## config.mk

```make
export PLATFORM = sky130hd
export DESIGN_NAME = kr4_lane_reconf
export DESIGN_NICKNAME = d
export VERILOG_FILES = /design/src/kr4_reconf_pkg.sv /design/src/lane_reconf_ctrl.sv /design/src/kr4_lane_reconf.sv
export SDC_FILE = /design/constraint.sdc
export NUM_CORES = 1
export LEC_CHECK = 0
export BUFFER_PORTS_ARGS = -buffer_cell sky130_fd_sc_hd__buf_4
export CAP_MARGIN = 15
export CORE_MARGIN = 5
export CORE_UTILIZATION = 44
export CTS_CLUSTER_SIZE = 8
export DETAILED_ROUTE_END_ITERATION = 7
export MAX_ROUTING_LAYER = met4
export PLACE_DENSITY = 0.75
export REMOVE_ABC_BUFFERS = 1
export SLEW_MARGIN = 10
export SYNTH_ARGS = -nofsm -noshare
export SYNTH_HDL_FRONTEND = slang
export SYNTH_SLANG_ARGS = --single-unit
```

## constraint.sdc

```tcl
create_clock -name pclk -period 2.4 [get_ports pclk]
set_clock_uncertainty 0.1 [all_clocks]
set_input_delay 0.12 -clock pclk [delete_from_list [all_inputs] [get_ports pclk]]
set_output_delay 0.12 -clock pclk [all_outputs]
set_load 0.02 [all_outputs]
```

## src/kr4_reconf_pkg.sv

```systemverilog
package kr4_reconf_pkg;

    // ---------------------------------------------------------------
    // sizes
    // ---------------------------------------------------------------
    localparam int LANES  = 4;
    localparam int ADDR_W = 12;
    localparam int DATA_W = 32;

    // ---------------------------------------------------------------
    // register map (byte addresses)
    // ---------------------------------------------------------------
    localparam logic [11:0] LAUNCH_ADDR  = 12'h000;
    localparam logic [11:0] PCS_SEL_ADDR = 12'h004;
    localparam logic [11:0] DFE_ADDR     = 12'h008;
    localparam logic [11:0] CTLE_ADDR    = 12'h00C;
    localparam logic [11:0] STATUS_ADDR  = 12'h010;
    localparam logic [11:0] TRAINED_IDX  = 12'h0D2;
    localparam logic [11:0] TRAINED_ADDR = {TRAINED_IDX[9:0], 2'h0};

    // ---------------------------------------------------------------
    // field positions and reset values
    // ---------------------------------------------------------------
    localparam int LAUNCH_KIND_LSB = 4;
    localparam int STAT_BUSY_LSB   = 4;
    localparam int STAT_RXEQ_LSB   = 8;
    localparam int STAT_MIF_BIT    = 12;
    localparam int TRAINED_STRIDE  = 8;
    localparam int DFE_FIELD_W     = 2;
    localparam int CTLE_FIELD_W    = 4;
    localparam logic [1:0]  PCS_SEL_RST  = 2'h0;
    localparam logic [7:0]  DFE_CFG_RST  = 8'h00;
    localparam logic [15:0] CTLE_CFG_RST = 16'h0000;

    // ---------------------------------------------------------------
    // encodings
    // ---------------------------------------------------------------
    typedef enum logic [1:0] {
        KIND_NONE = 2'b00,
        KIND_PCS  = 2'b01,
        KIND_DFE  = 2'b10,
        KIND_CTLE = 2'b11
    } req_kind_e;

    typedef enum logic [1:0] {
        LANE_IDLE = 2'b00,
        LANE_REQ  = 2'b01,
        LANE_HOLD = 2'b10
    } lane_state_e;

    localparam logic [1:0] SEL_AN   = 2'h0;
    localparam logic [1:0] SEL_LT   = 2'h1;
    localparam logic [1:0] SEL_DATA = 2'h2;
    localparam logic [5:0] PCS_AN   = 6'h01;
    localparam logic [5:0] PCS_LT   = 6'h02;
    localparam logic [5:0] PCS_DATA = 6'h20;
    localparam logic [1:0] DFE_OFF  = 2'h0;
    localparam logic [1:0] DFE_ONCE = 2'h1;
    localparam logic [1:0] CTLE_MODE_VAL = 2'h0;

    // reserved dfe codes fall back to disabled
    function automatic logic [1:0] dfe_legal(input logic [1:0] code);
        dfe_legal = (code == DFE_ONCE) ? DFE_ONCE : DFE_OFF;
    endfunction

    function automatic logic [5:0] pcs_onehot(input logic [1:0] sel);
        case (sel)
            SEL_LT:   pcs_onehot = PCS_LT;
            SEL_DATA: pcs_onehot = PCS_DATA;
            default:  pcs_onehot = PCS_AN;
        endcase
    endfunction

endpackage

```

## src/lane_reconf_ctrl.sv

```systemverilog
module lane_reconf_ctrl
    import kr4_reconf_pkg::*;
(
    // clock and reset
    input  wire logic       pclk,
    input  wire logic       presetn,
    // request from the register side
    input  wire logic       launch,
    input  wire req_kind_e  kind,
    input  wire logic       abort,
    input  wire logic [1:0] dfe_in,
    input  wire logic [3:0] ctle_in,
    // synchronised partner busy
    input  wire logic       busy,
    // toward the partner
    output wire logic       pcs_go,
    output wire logic       dfe_go,
    output wire logic       ctle_go,
    output wire logic [1:0] dfe_mode,
    output wire logic [3:0] ctle_value,
    output wire logic       active
);

    typedef struct packed {
        lane_state_e st;
        logic        pcs_go;
        logic        dfe_go;
        logic        ctle_go;
        logic [1:0]  dfe;
        logic [3:0]  ctle;
    } lane_s;

    lane_s lane_reg;
    lane_s lane_next;

    always_comb begin
        lane_next = lane_reg;
        if (abort) begin
            lane_next.st      = LANE_IDLE;
            lane_next.pcs_go  = 1'b0;
            lane_next.dfe_go  = 1'b0;
            lane_next.ctle_go = 1'b0;
        end else begin
            case (lane_reg.st)
                LANE_IDLE: begin
                    // no new request while the partner still works on the lane
                    if (launch && !busy && kind != KIND_NONE) begin
                        lane_next.st      = LANE_REQ;
                        lane_next.pcs_go  = (kind == KIND_PCS);
                        lane_next.dfe_go  = (kind == KIND_DFE);
                        lane_next.ctle_go = (kind == KIND_CTLE);
                        if (kind == KIND_DFE) begin
                            lane_next.dfe = dfe_legal(dfe_in);
                        end
                        if (kind == KIND_CTLE) begin
                            lane_next.ctle = ctle_in;
                        end
                    end
                end
                LANE_REQ: begin
                    // start stays up until busy is seen
                    if (busy) begin
                        lane_next.st      = LANE_HOLD;
                        lane_next.pcs_go  = 1'b0;
                        lane_next.dfe_go  = 1'b0;
                        lane_next.ctle_go = 1'b0;
                    end
                end
                LANE_HOLD: begin
                    if (!busy) begin
                        lane_next.st = LANE_IDLE;
                    end
                end
                default: begin
                    lane_next.st = LANE_IDLE;
                end
            endcase
        end
    end

    always_ff @(posedge pclk or negedge presetn) begin
        if (!presetn) begin
            lane_reg <= '{st: LANE_IDLE, pcs_go: 1'b0, dfe_go: 1'b0, ctle_go: 1'b0,
                          dfe: DFE_OFF, ctle: 4'h0};
        end else begin
            lane_reg <= lane_next;
        end
    end

    assign pcs_go     = lane_reg.pcs_go;
    assign dfe_go     = lane_reg.dfe_go;
    assign ctle_go    = lane_reg.ctle_go;
    assign dfe_mode   = lane_reg.dfe;
    assign ctle_value = lane_reg.ctle;
    assign active     = (lane_reg.st != LANE_IDLE);

endmodule

```

## src/kr4_lane_reconf.sv

```systemverilog
// Overview of operation
// - Each four-lane vector is cut into four equal fields, lane 0 lowest, lane 3 highest.
// - A lane's PCS start bit asks the partner to reconfigure that lane's PCS.
// - A lane's DFE start bit launches RX decision-feedback equalization on that lane.
// - Each DFE mode field is 00 (off) or 01 (single shot); 10 and 11 are never driven.
// - The DFE mode field is valid when the DFE start rises and holds until busy falls.
// - A lane's CTLE start bit requests linear equalizer reconfiguration on that lane.
// - Each CTLE value runs from 0000 (off) to 1111 (maximum).
// - CTLE value and CTLE mode are valid when the CTLE start rises and hold until busy falls.
// - Every CTLE mode field is always driven to zero.
// - The PCS mode request is one-hot: 000001 AN, 000010 LT, 100000 data, nothing else.
// - The custom RX equalization enable mirrors the link-trained bits 0, 8, 16, 24.
// - A lane counts as trained only when its done bit and its internal trained flag hold.
module kr4_lane_reconf
    import kr4_reconf_pkg::*;
(
    // clock and reset
    input  wire logic        pclk,
    input  wire logic        presetn,
    // apb slave
    input  wire logic        psel,
    input  wire logic        penable,
    input  wire logic        pwrite,
    input  wire logic [11:0] paddr,
    input  wire logic [31:0] pwdata,
    output wire logic [31:0] prdata,
    output wire logic        pready,
    output wire logic        pslverr,
    // from the reconfiguration partner
    input  wire logic [3:0]  reconf_in_progress,
    input  wire logic [3:0]  rxeq_done,
    input  wire logic        mif_done,
    // from internal link training
    input  wire logic [3:0]  rx_trained_lt,
    // toward the reconfiguration partner
    output wire logic [3:0]  pcs_reconf_go,
    output wire logic [5:0]  pcs_mode_request,
    output wire logic [3:0]  decision_eq_go,
    output wire logic [7:0]  decision_eq_mode,
    output wire logic [3:0]  linear_eq_go,
    output wire logic [15:0] linear_eq_value,
    output wire logic [7:0]  linear_eq_mode,
    output wire logic [3:0]  custom_rxeq_en
);

    // ---------------------------------------------------------------
    // state
    // ---------------------------------------------------------------
    typedef struct packed {
        logic [3:0]  busy_m;
        logic [3:0]  busy_s;
        logic [3:0]  rxeq_m;
        logic [3:0]  rxeq_s;
        logic        mif_m;
        logic        mif_s;
        logic        mif_d;
        logic [1:0]  pcs_sel;
        logic [7:0]  dfe_cfg;
        logic [15:0] ctle_cfg;
        logic [5:0]  pcs_mode;
        logic [3:0]  trained;
        logic [7:0]  ctle_mode;
        logic [31:0] rdata;
        logic        ready;
        logic        err;
    } top_s;

    top_s top_reg;
    top_s top_next;

    logic [3:0] lane_active;
    logic       wr_acc;
    logic       setup;
    logic       launch_wr;
    logic       abort;
    req_kind_e  launch_kind;

    function automatic logic mapped(input logic [11:0] a);
        mapped = (a == LAUNCH_ADDR) || (a == PCS_SEL_ADDR) || (a == DFE_ADDR) ||
                 (a == CTLE_ADDR) || (a == STATUS_ADDR) || (a == TRAINED_ADDR);
    endfunction

    // ---------------------------------------------------------------
    // bus decode
    // ---------------------------------------------------------------
    assign setup       = psel && !penable;
    assign wr_acc      = psel && penable && pwrite && top_reg.ready;
    assign launch_wr   = wr_acc && (paddr == LAUNCH_ADDR);
    assign launch_kind = req_kind_e'(pwdata[LAUNCH_KIND_LSB +: 2]);
    // mif load complete cancels every open lane handshake
    assign abort       = top_reg.mif_s && !top_reg.mif_d;

    always_comb begin
        top_next = top_reg;
        // partner inputs cross in through two flops
        top_next.busy_m = reconf_in_progress;
        top_next.busy_s = top_reg.busy_m;
        top_next.rxeq_m = rxeq_done;
        top_next.rxeq_s = top_reg.rxeq_m;
        top_next.mif_m  = mif_done;
        top_next.mif_s  = top_reg.mif_m;
        top_next.mif_d  = top_reg.mif_s;

        top_next.trained   = top_reg.rxeq_s & rx_trained_lt;
        top_next.ctle_mode = {LANES{CTLE_MODE_VAL}};
        // mode only moves while no lane handshake is open
        if (lane_active == 4'h0) begin
            top_next.pcs_mode = pcs_onehot(top_reg.pcs_sel);
        end

        if (wr_acc) begin
            case (paddr)
                PCS_SEL_ADDR: begin
                    if (pwdata[1:0] != 2'h3) begin
                        top_next.pcs_sel = pwdata[1:0];
                    end
                end
                DFE_ADDR: begin
                    for (int i = 0; i < LANES; i++) begin
                        top_next.dfe_cfg[i*DFE_FIELD_W +: DFE_FIELD_W] =
                            dfe_legal(pwdata[i*DFE_FIELD_W +: DFE_FIELD_W]);
                    end
                end
                CTLE_ADDR: begin
                    top_next.ctle_cfg = pwdata[15:0];
                end
                default: begin
                end
            endcase
        end

        // read data is prepared in the setup cycle: zero wait states
        top_next.ready = setup;
        top_next.err   = setup && !mapped(paddr);
        top_next.rdata = 32'h0000_0000;
        if (setup && !pwrite) begin
            case (paddr)
                PCS_SEL_ADDR: top_next.rdata[1:0]  = top_reg.pcs_sel;
                DFE_ADDR:     top_next.rdata[7:0]  = top_reg.dfe_cfg;
                CTLE_ADDR:    top_next.rdata[15:0] = top_reg.ctle_cfg;
                STATUS_ADDR: begin
                    top_next.rdata[3:0] = lane_active;
                    top_next.rdata[STAT_BUSY_LSB +: LANES] = top_reg.busy_s;
                    top_next.rdata[STAT_RXEQ_LSB +: LANES] = top_reg.rxeq_s;
                    top_next.rdata[STAT_MIF_BIT] = top_reg.mif_s;
                end
                TRAINED_ADDR: begin
                    for (int i = 0; i < LANES; i++) begin
                        top_next.rdata[i*TRAINED_STRIDE] = top_reg.trained[i];
                    end
                end
                default: begin
                end
            endcase
        end
    end

    always_ff @(posedge pclk or negedge presetn) begin
        if (!presetn) begin
            top_reg <= '{busy_m: 4'h0, busy_s: 4'h0, rxeq_m: 4'h0, rxeq_s: 4'h0,
                         mif_m: 1'b0, mif_s: 1'b0, mif_d: 1'b0,
                         pcs_sel: PCS_SEL_RST, dfe_cfg: DFE_CFG_RST,
                         ctle_cfg: CTLE_CFG_RST, pcs_mode: PCS_AN, trained: 4'h0,
                         ctle_mode: 8'h00, rdata: 32'h0000_0000, ready: 1'b0,
                         err: 1'b0};
        end else begin
            top_reg <= top_next;
        end
    end

    assign prdata           = top_reg.rdata;
    assign pready           = top_reg.ready;
    assign pslverr          = top_reg.err;
    assign pcs_mode_request = top_reg.pcs_mode;
    assign linear_eq_mode   = top_reg.ctle_mode;
    assign custom_rxeq_en   = top_reg.trained;

    // ---------------------------------------------------------------
    // lanes
    // ---------------------------------------------------------------
    for (genvar g = 0; g < LANES; g++) begin : gen_lane
        lane_reconf_ctrl u_lane (
            .pclk       (pclk),
            .presetn    (presetn),
            .launch     (launch_wr && pwdata[g]),
            .kind       (launch_kind),
            .abort      (abort),
            .dfe_in     (top_reg.dfe_cfg[g*DFE_FIELD_W +: DFE_FIELD_W]),
            .ctle_in    (top_reg.ctle_cfg[g*CTLE_FIELD_W +: CTLE_FIELD_W]),
            .busy       (top_reg.busy_s[g]),
            .pcs_go     (pcs_reconf_go[g]),
            .dfe_go     (decision_eq_go[g]),
            .ctle_go    (linear_eq_go[g]),
            .dfe_mode   (decision_eq_mode[g*DFE_FIELD_W +: DFE_FIELD_W]),
            .ctle_value (linear_eq_value[g*CTLE_FIELD_W +: CTLE_FIELD_W]),
            .active     (lane_active[g])
        );

    end
endmodule

```

; Yosys cells after proc, flatten, opt, wreduce, memory -nomap -nowiden
; Index checks and enable logic that the tools add are counted.
[totals]
ff_bits = 119
inputBits = 62
out_inout_bits = 88
[op_classes]
n_eq_ne = 38
n_mux = 51
bitwise = 2
n_reduce_logical = 67
[ops]
columns = operator, count
row1 = $mux 11, 4
row2 = $mux 5, 8
row3 = $reduce_and 4->1, 8
row4 = $reduce_and 3->1, 9
row5 = $eq 2x1->1 const B, 13
row6 = $eq 12x4->1 const B, 2
row7 = $ne 3x3->1 const B, 8
row8 = $pmux 2 s3, 4
row9 = $pmux 3 s2, 4
row10 = $logic_and 1x1->1, 20
row11 = $pmux 6 s3, 1
row12 = $mux 17, 1
row13 = $mux 2, 8
row14 = $mux 4, 4
row15 = $eq 2x2->1 const B, 7
row16 = $eq 12x10->1 const B, 1
row17 = $eq 12x3->1 const B, 1
row18 = $eq 12x5->1 const B, 1
row19 = $logic_not 12->1, 1
row20 = $ne 3x2->1 const B, 4
row21 = $pmux 6 s2, 1
row22 = $reduce_bool 3->1, 4
row23 = $mux 1, 11
row24 = $reduce_bool 2->1, 5
row25 = 13 further kinds, 28

; Longest topological paths before layout
[depth]
word_depth = 10
ltp_mapped = 6
depth_no_buf = 6

; Hierarchy
; From an unflattened synthesis, not the netlist that was laid out.
[unflattened]
hier_cells = 392
hier_area_um2 = 5089.9
[modules_own_cells]
columns = mod, n_inst, cells_per_inst, area_per_inst_um2
row1 = kr4_lane_reconf, 1, 228, 2987.9
row2 = lane_reconf_ctrl, 4, 41, 525.5

; Least setup slack after synthesis
; Ideal clock, no wire load.
[synth_path]
path_kind = register to register
start = register top_reg (netlist bit pready)
end = register gen_lane[1].u_lane.lane_reg (netlist bit gen_lane[1].u_lane.ctle_value[0])
arrival_ps = 2033
setup_slack_ps = 142
path_stages_with_launch = 6
n_path_buf = 0
period_less_slack_ps = 2258
path_cell_list = dfrtp_1 nand4_2 or4_4 or2_4 nor3b_4 mux2_2
[synth_via]
elab_chain_cells = 6
[synth_lines]
columns = item, line
row1 = from (decl), kr4_lane_reconf.sv:68  ; top_s top_reg;
row2 = from (signal assigned), kr4_lane_reconf.sv:160  ; top_reg <= '{busy_m: 4'h0, busy_s: 4'h0, rxeq_m: 4'h0, rxeq_s: 4'h0,
row3 = from (signal assigned), kr4_lane_reconf.sv:167  ; top_reg <= top_next;
row4 = $logic_and 1x1->1, kr4_lane_reconf.sv:87  ; assign wr_acc = psel && penable && pwrite && top_reg.ready;
row5 = $logic_and 1x1->1, kr4_lane_reconf.sv:88  ; assign launch_wr = wr_acc && (paddr == LAUNCH_ADDR);
row6 = $logic_and 1x1->1, kr4_lane_reconf.sv:185  ; .launch (launch_wr && pwdata[g]),
row7 = $logic_and 1x1->1 (2 in series), lane_reconf_ctrl.sv:47  ; if (launch && !busy && kind != KIND_NONE) begin
row8 = $reduce_and 4->1 (no source line), --
row9 = to (signal assigned), lane_reconf_ctrl.sv:83  ; lane_reg <= '{st: LANE_IDLE, pcs_go: 1'b0, dfe_go: 1'b0, ctle_go: 1'b0,
row10 = to (signal assigned), lane_reconf_ctrl.sv:86  ; lane_reg <= lane_next;
row11 = to (decl), lane_reconf_ctrl.sv:33  ; lane_s lane_reg;
; No other way between the ends.
; A chain may end at the register's enable or synchronous reset.

; Worst setup path after layout
[layout_path]
start = register top_reg (netlist bit pready)
end = register gen_lane[3].u_lane.lane_reg (netlist bit gen_lane[3].u_lane.ctle_value[1])
[layout_via]
elab_chain_cells = 6
[layout_lines]
columns = item, line
row1 = $logic_and 1x1->1, kr4_lane_reconf.sv:87
row2 = $logic_and 1x1->1, kr4_lane_reconf.sv:88
row3 = $logic_and 1x1->1, kr4_lane_reconf.sv:185
row4 = $logic_and 1x1->1 (2 in series), lane_reconf_ctrl.sv:47
row5 = $reduce_and 4->1 (no source line), --
row6 = to (signal assigned), lane_reconf_ctrl.sv:83
row7 = to (signal assigned), lane_reconf_ctrl.sv:86
row8 = to (decl), lane_reconf_ctrl.sv:33
; No other way between the ends.

==> impl_metrics.env <==
export IMPL_rsz0062_at_grt="false"
export IMPL_cts_resized=0
export IMPL_dpl_hpwl_um=8570
export IMPL_setup_viol=0
export IMPL_clkPwrFrac=0.410
export IMPL_clockRootBuffer="clkbuf_16"
export IMPL_ys_seq_elements=108
export IMPL_fin_cells=666
export IMPL_antenna_cells=0
export IMPL_cp_start_kind="flop"
export IMPL_cp_arrival_ns=2.43
export IMPL_dp_cells=619
export IMPL_drc=0
export IMPL_antenna_found_initial=0
export IMPL_hold_path_class="input pin to flop"
export IMPL_fp_coreArea_mm2=0.0110
export IMPL_die_y_um=116
export IMPL_synth_distinct_cells=46
export IMPL_finalCritPeriodShare=0.959
export IMPL_post_cts_buffers=0
export IMPL_synth_top_flop_cell="dfrtp_1"
export IMPL_end_kind="flop"
export IMPL_finalCriticalPeriod_ns=2.30
export IMPL_grt_pass1_wl_um=18300
export IMPL_viasPerCell=4.99
export IMPL_nets=585
export IMPL_syn_instance_count=424
export IMPL_p_total_mw=3.61
export IMPL_p_per_area_mw_per_mm2=590
export IMPL_port_buffers=104
export IMPL_grt_ovfl_total=0
export IMPL_fillers=885
export IMPL_cts_sink_count=108
export IMPL_hold_viol_final=0
export IMPL_fp_dieW_um=116
export IMPL_seq_area_frac_synth=0.542
export IMPL_cp_data_required_time_ns=2.53
export IMPL_htree_levels=3
export IMPL_gp_congestion=0.878
export IMPL_p_sw_mw=0.837
export IMPL_numCtsBuffers=9
export IMPL_area_growth_synth_to_final_pct=22.7
export IMPL_synth_edf_count=0
export IMPL_clkLatencyLatePin_ns=0.34
export IMPL_worst_slew_pin_transition_ns=0.650
export IMPL_swShare=0.232
export IMPL_die_area_mm2=0.0136
export IMPL_grt_pass1_vias=3511
export IMPL_via_count=3326
export IMPL_path_class="flop to flop"
export IMPL_slew_headroom=0.561
export IMPL_cts_buffer_depth=2
export IMPL_crit_path_max_fanout=4
export IMPL_async_reset_ff_frac=1.00
export IMPL_syn_cell_area_mm2=0.00499
export IMPL_power_share_sequential=0.514
export IMPL_rr_worst_depth=5
export IMPL_max_freq_ghz=0.434
export IMPL_routed_wl_um=11400
export IMPL_combPwrFrac=0.076
export IMPL_utilization=0.557
export IMPL_internal_power_mw=2.77
export IMPL_max_vdd_ir_drop_v=0.000351
export IMPL_drive_above_1_share=0.356
export IMPL_grt_use_total=0.182
export IMPL_cap_violations=0
export IMPL_placementRows=38
export IMPL_drt_iter0_markers=189
export IMPL_largest_reg_flops=31
export IMPL_grt_max_degree=45
export IMPL_slew_viol_final=0
export IMPL_drt_pass1_iterations=5
export IMPL_status="finished clean"
export IMPL_cts_tree="yes"
export IMPL_syn_avg_cell_area_um2=11.8
export IMPL_finalSetupTns_ns=0
export IMPL_pin_count=150
export IMPL_final_antenna_net_count=0
export IMPL_yosysWarnings=0
export IMPL_whs_path_depth=3
export IMPL_leakagePower_nw=3.10
export IMPL_post_drt_wl_per_cell_um=17.2
export IMPL_clkSlewWorstSetupHoldPaths_ns=0.07
export IMPL_start_util=0.454
[Yosys cell counts (2+ instances only)]
master	instances	share of area
buf_4	87	0.13
nor4_1	5	0.0063
o21ai_0	13	0.013
dfrtp_1	107	0.54
and3_1	8	0.010
mux2i_1	10	0.020
nand2_1	25	0.019
nor4b_1	3	0.0053
a31oi_1	4	0.0050
mux2_1	2	0.0045
clkbuf_1	7	0.0053
nor2b_1	2	0.0025
nand3b_1	2	0.0030
a22oi_1	7	0.011
nor3_1	6	0.0060
a21oi_1	13	0.013
nor2_1	17	0.013
ha_1	2	0.0050
inv_1	8	0.0060
nor3b_1	3	0.0045
nor3b_4	3	0.011
nand4b_1	2	0.0035
nand2b_1	10	0.013
a2bb2oi_1	2	0.0035
or3_1	2	0.0025
nand3_1	8	0.0080
xor2_1	4	0.0070
mux2_2	38	0.086
and2_1	7	0.0088
[timing repair]
item | in CTS | in global routing
hold buffers | 31 | 0
hold endpoints to repair | 77 | 0
setup endpoints to repair | 0 | 0
[path summary, 6_finish.rpt]
kind	from	endpoint	slack, ns
hold reg to reg	top_next[83]$_DFF_PN0_	top_reg[83]$_DFF_PN0_	0.25
hold / removal	penable	pslverr$_DFF_PN0_	0.008
min in group asynchronous	presetn	top_next[83]$_DFF_PN0_	0.20
max in group asynchronous	presetn	pcs_mode_request[0]$_DFFE_PN1N_	1.22
setup reg to reg	pready$_DFF_PN0_	gen_lane[3].u_lane.ctle_value[1]$_DFFE_PN0P_	0.1
setup / recovery	pready$_DFF_PN0_	gen_lane[3].u_lane.ctle_value[1]$_DFFE_PN0P_	0.1
[cells in the final DEF, fill, tap and decap left out, types with 7 or more instances in the layout]
master         instances
buf_4                120
nand2_1               25
conb_1                29
clkbuf_16              9
mux2i_1               10
inv_1                  8
nand2b_1              10
a21oi_1               13
dfrtp_1              107
and2_1                 7
o21ai_0               13
nand3_1                8
and3_1                 8
a22oi_1                7
nor2_1                17
mux2_2                38
dlygate4sd3_1         31
[routing by layer]
| layer | global-route usage | vias up | wire length, µm |
|---|---|---|---|
| met5 | - | - | 0 |
| met2 | 0.286 | 152 | 5530 |
| met1 | 0.233 | 1620 | 4640 |
| li1 | - | 1543 | - |
| met4 | 0.0449 | 0 | 129 |
| met3 | 0.0554 | 11 | 1130 |
[cell families (layout without fill, tap and decap cells)]
group,after synthesis,count (layout),synth area share
xor+xnor,4,4,0.00703
compound gates,43,43,0.0519
other cells,1,29,0.000752
mux,50,50,0.110
simple gates,114,114,0.140
fa+ha+maj,2,2,0.00502
buf+inv,102,176,0.142
flops,108,108,0.542
[worst max-delay path: stages, from the launching register on]
cell	delay [ns]
dfrtp_1	0.37
nand4_2	0.15
or4_4	0.52
or2_4	0.31
nor3b_4	0.35
mux2_2	0.38
[area by class of cell]
cell class | instances | area [µm²] | area share
multi-input cells | 242 | 1680 | 0.274
clock buffers | 9 | 225 | 0.0368
flip-flops and latches | 108 | 2700 | 0.442
inverters | 8 | 30.0 | 0.00491
repair buffers | 152 | 1230 | 0.201
well taps | 140 | 175 | 0.0286
clock inverters | 7 | 73.8 | 0.0121
[through the flow]
step	worst slack [ns]	hold WS, ns	area (µm²)
floorplan	0.142	-0.276	4410
global placement	0.172	0.0483	5510
detailed placement	0.102	0.0526	5510
CTS	0.0853	0.00231	6120
global route	0.00825	0.0449	6120
finish	0.0972	0.00776	6120
[power groups by stage]
stage | Combinational [mW] | Sequential [mW] | Clock, mW
CTS | 0.274 | 1.85 | 1.51
global route | 0.300 | 1.86 | 1.58
detailed placement | 0.233 | 1.89 | 0
global placement | 0.228 | 1.89 | 0
floorplan | 0.0790 | 1.89 | 0
finish | 0.275 | 1.85 | 1.48
No activity file was read; power rests on OpenSTA's default activity.
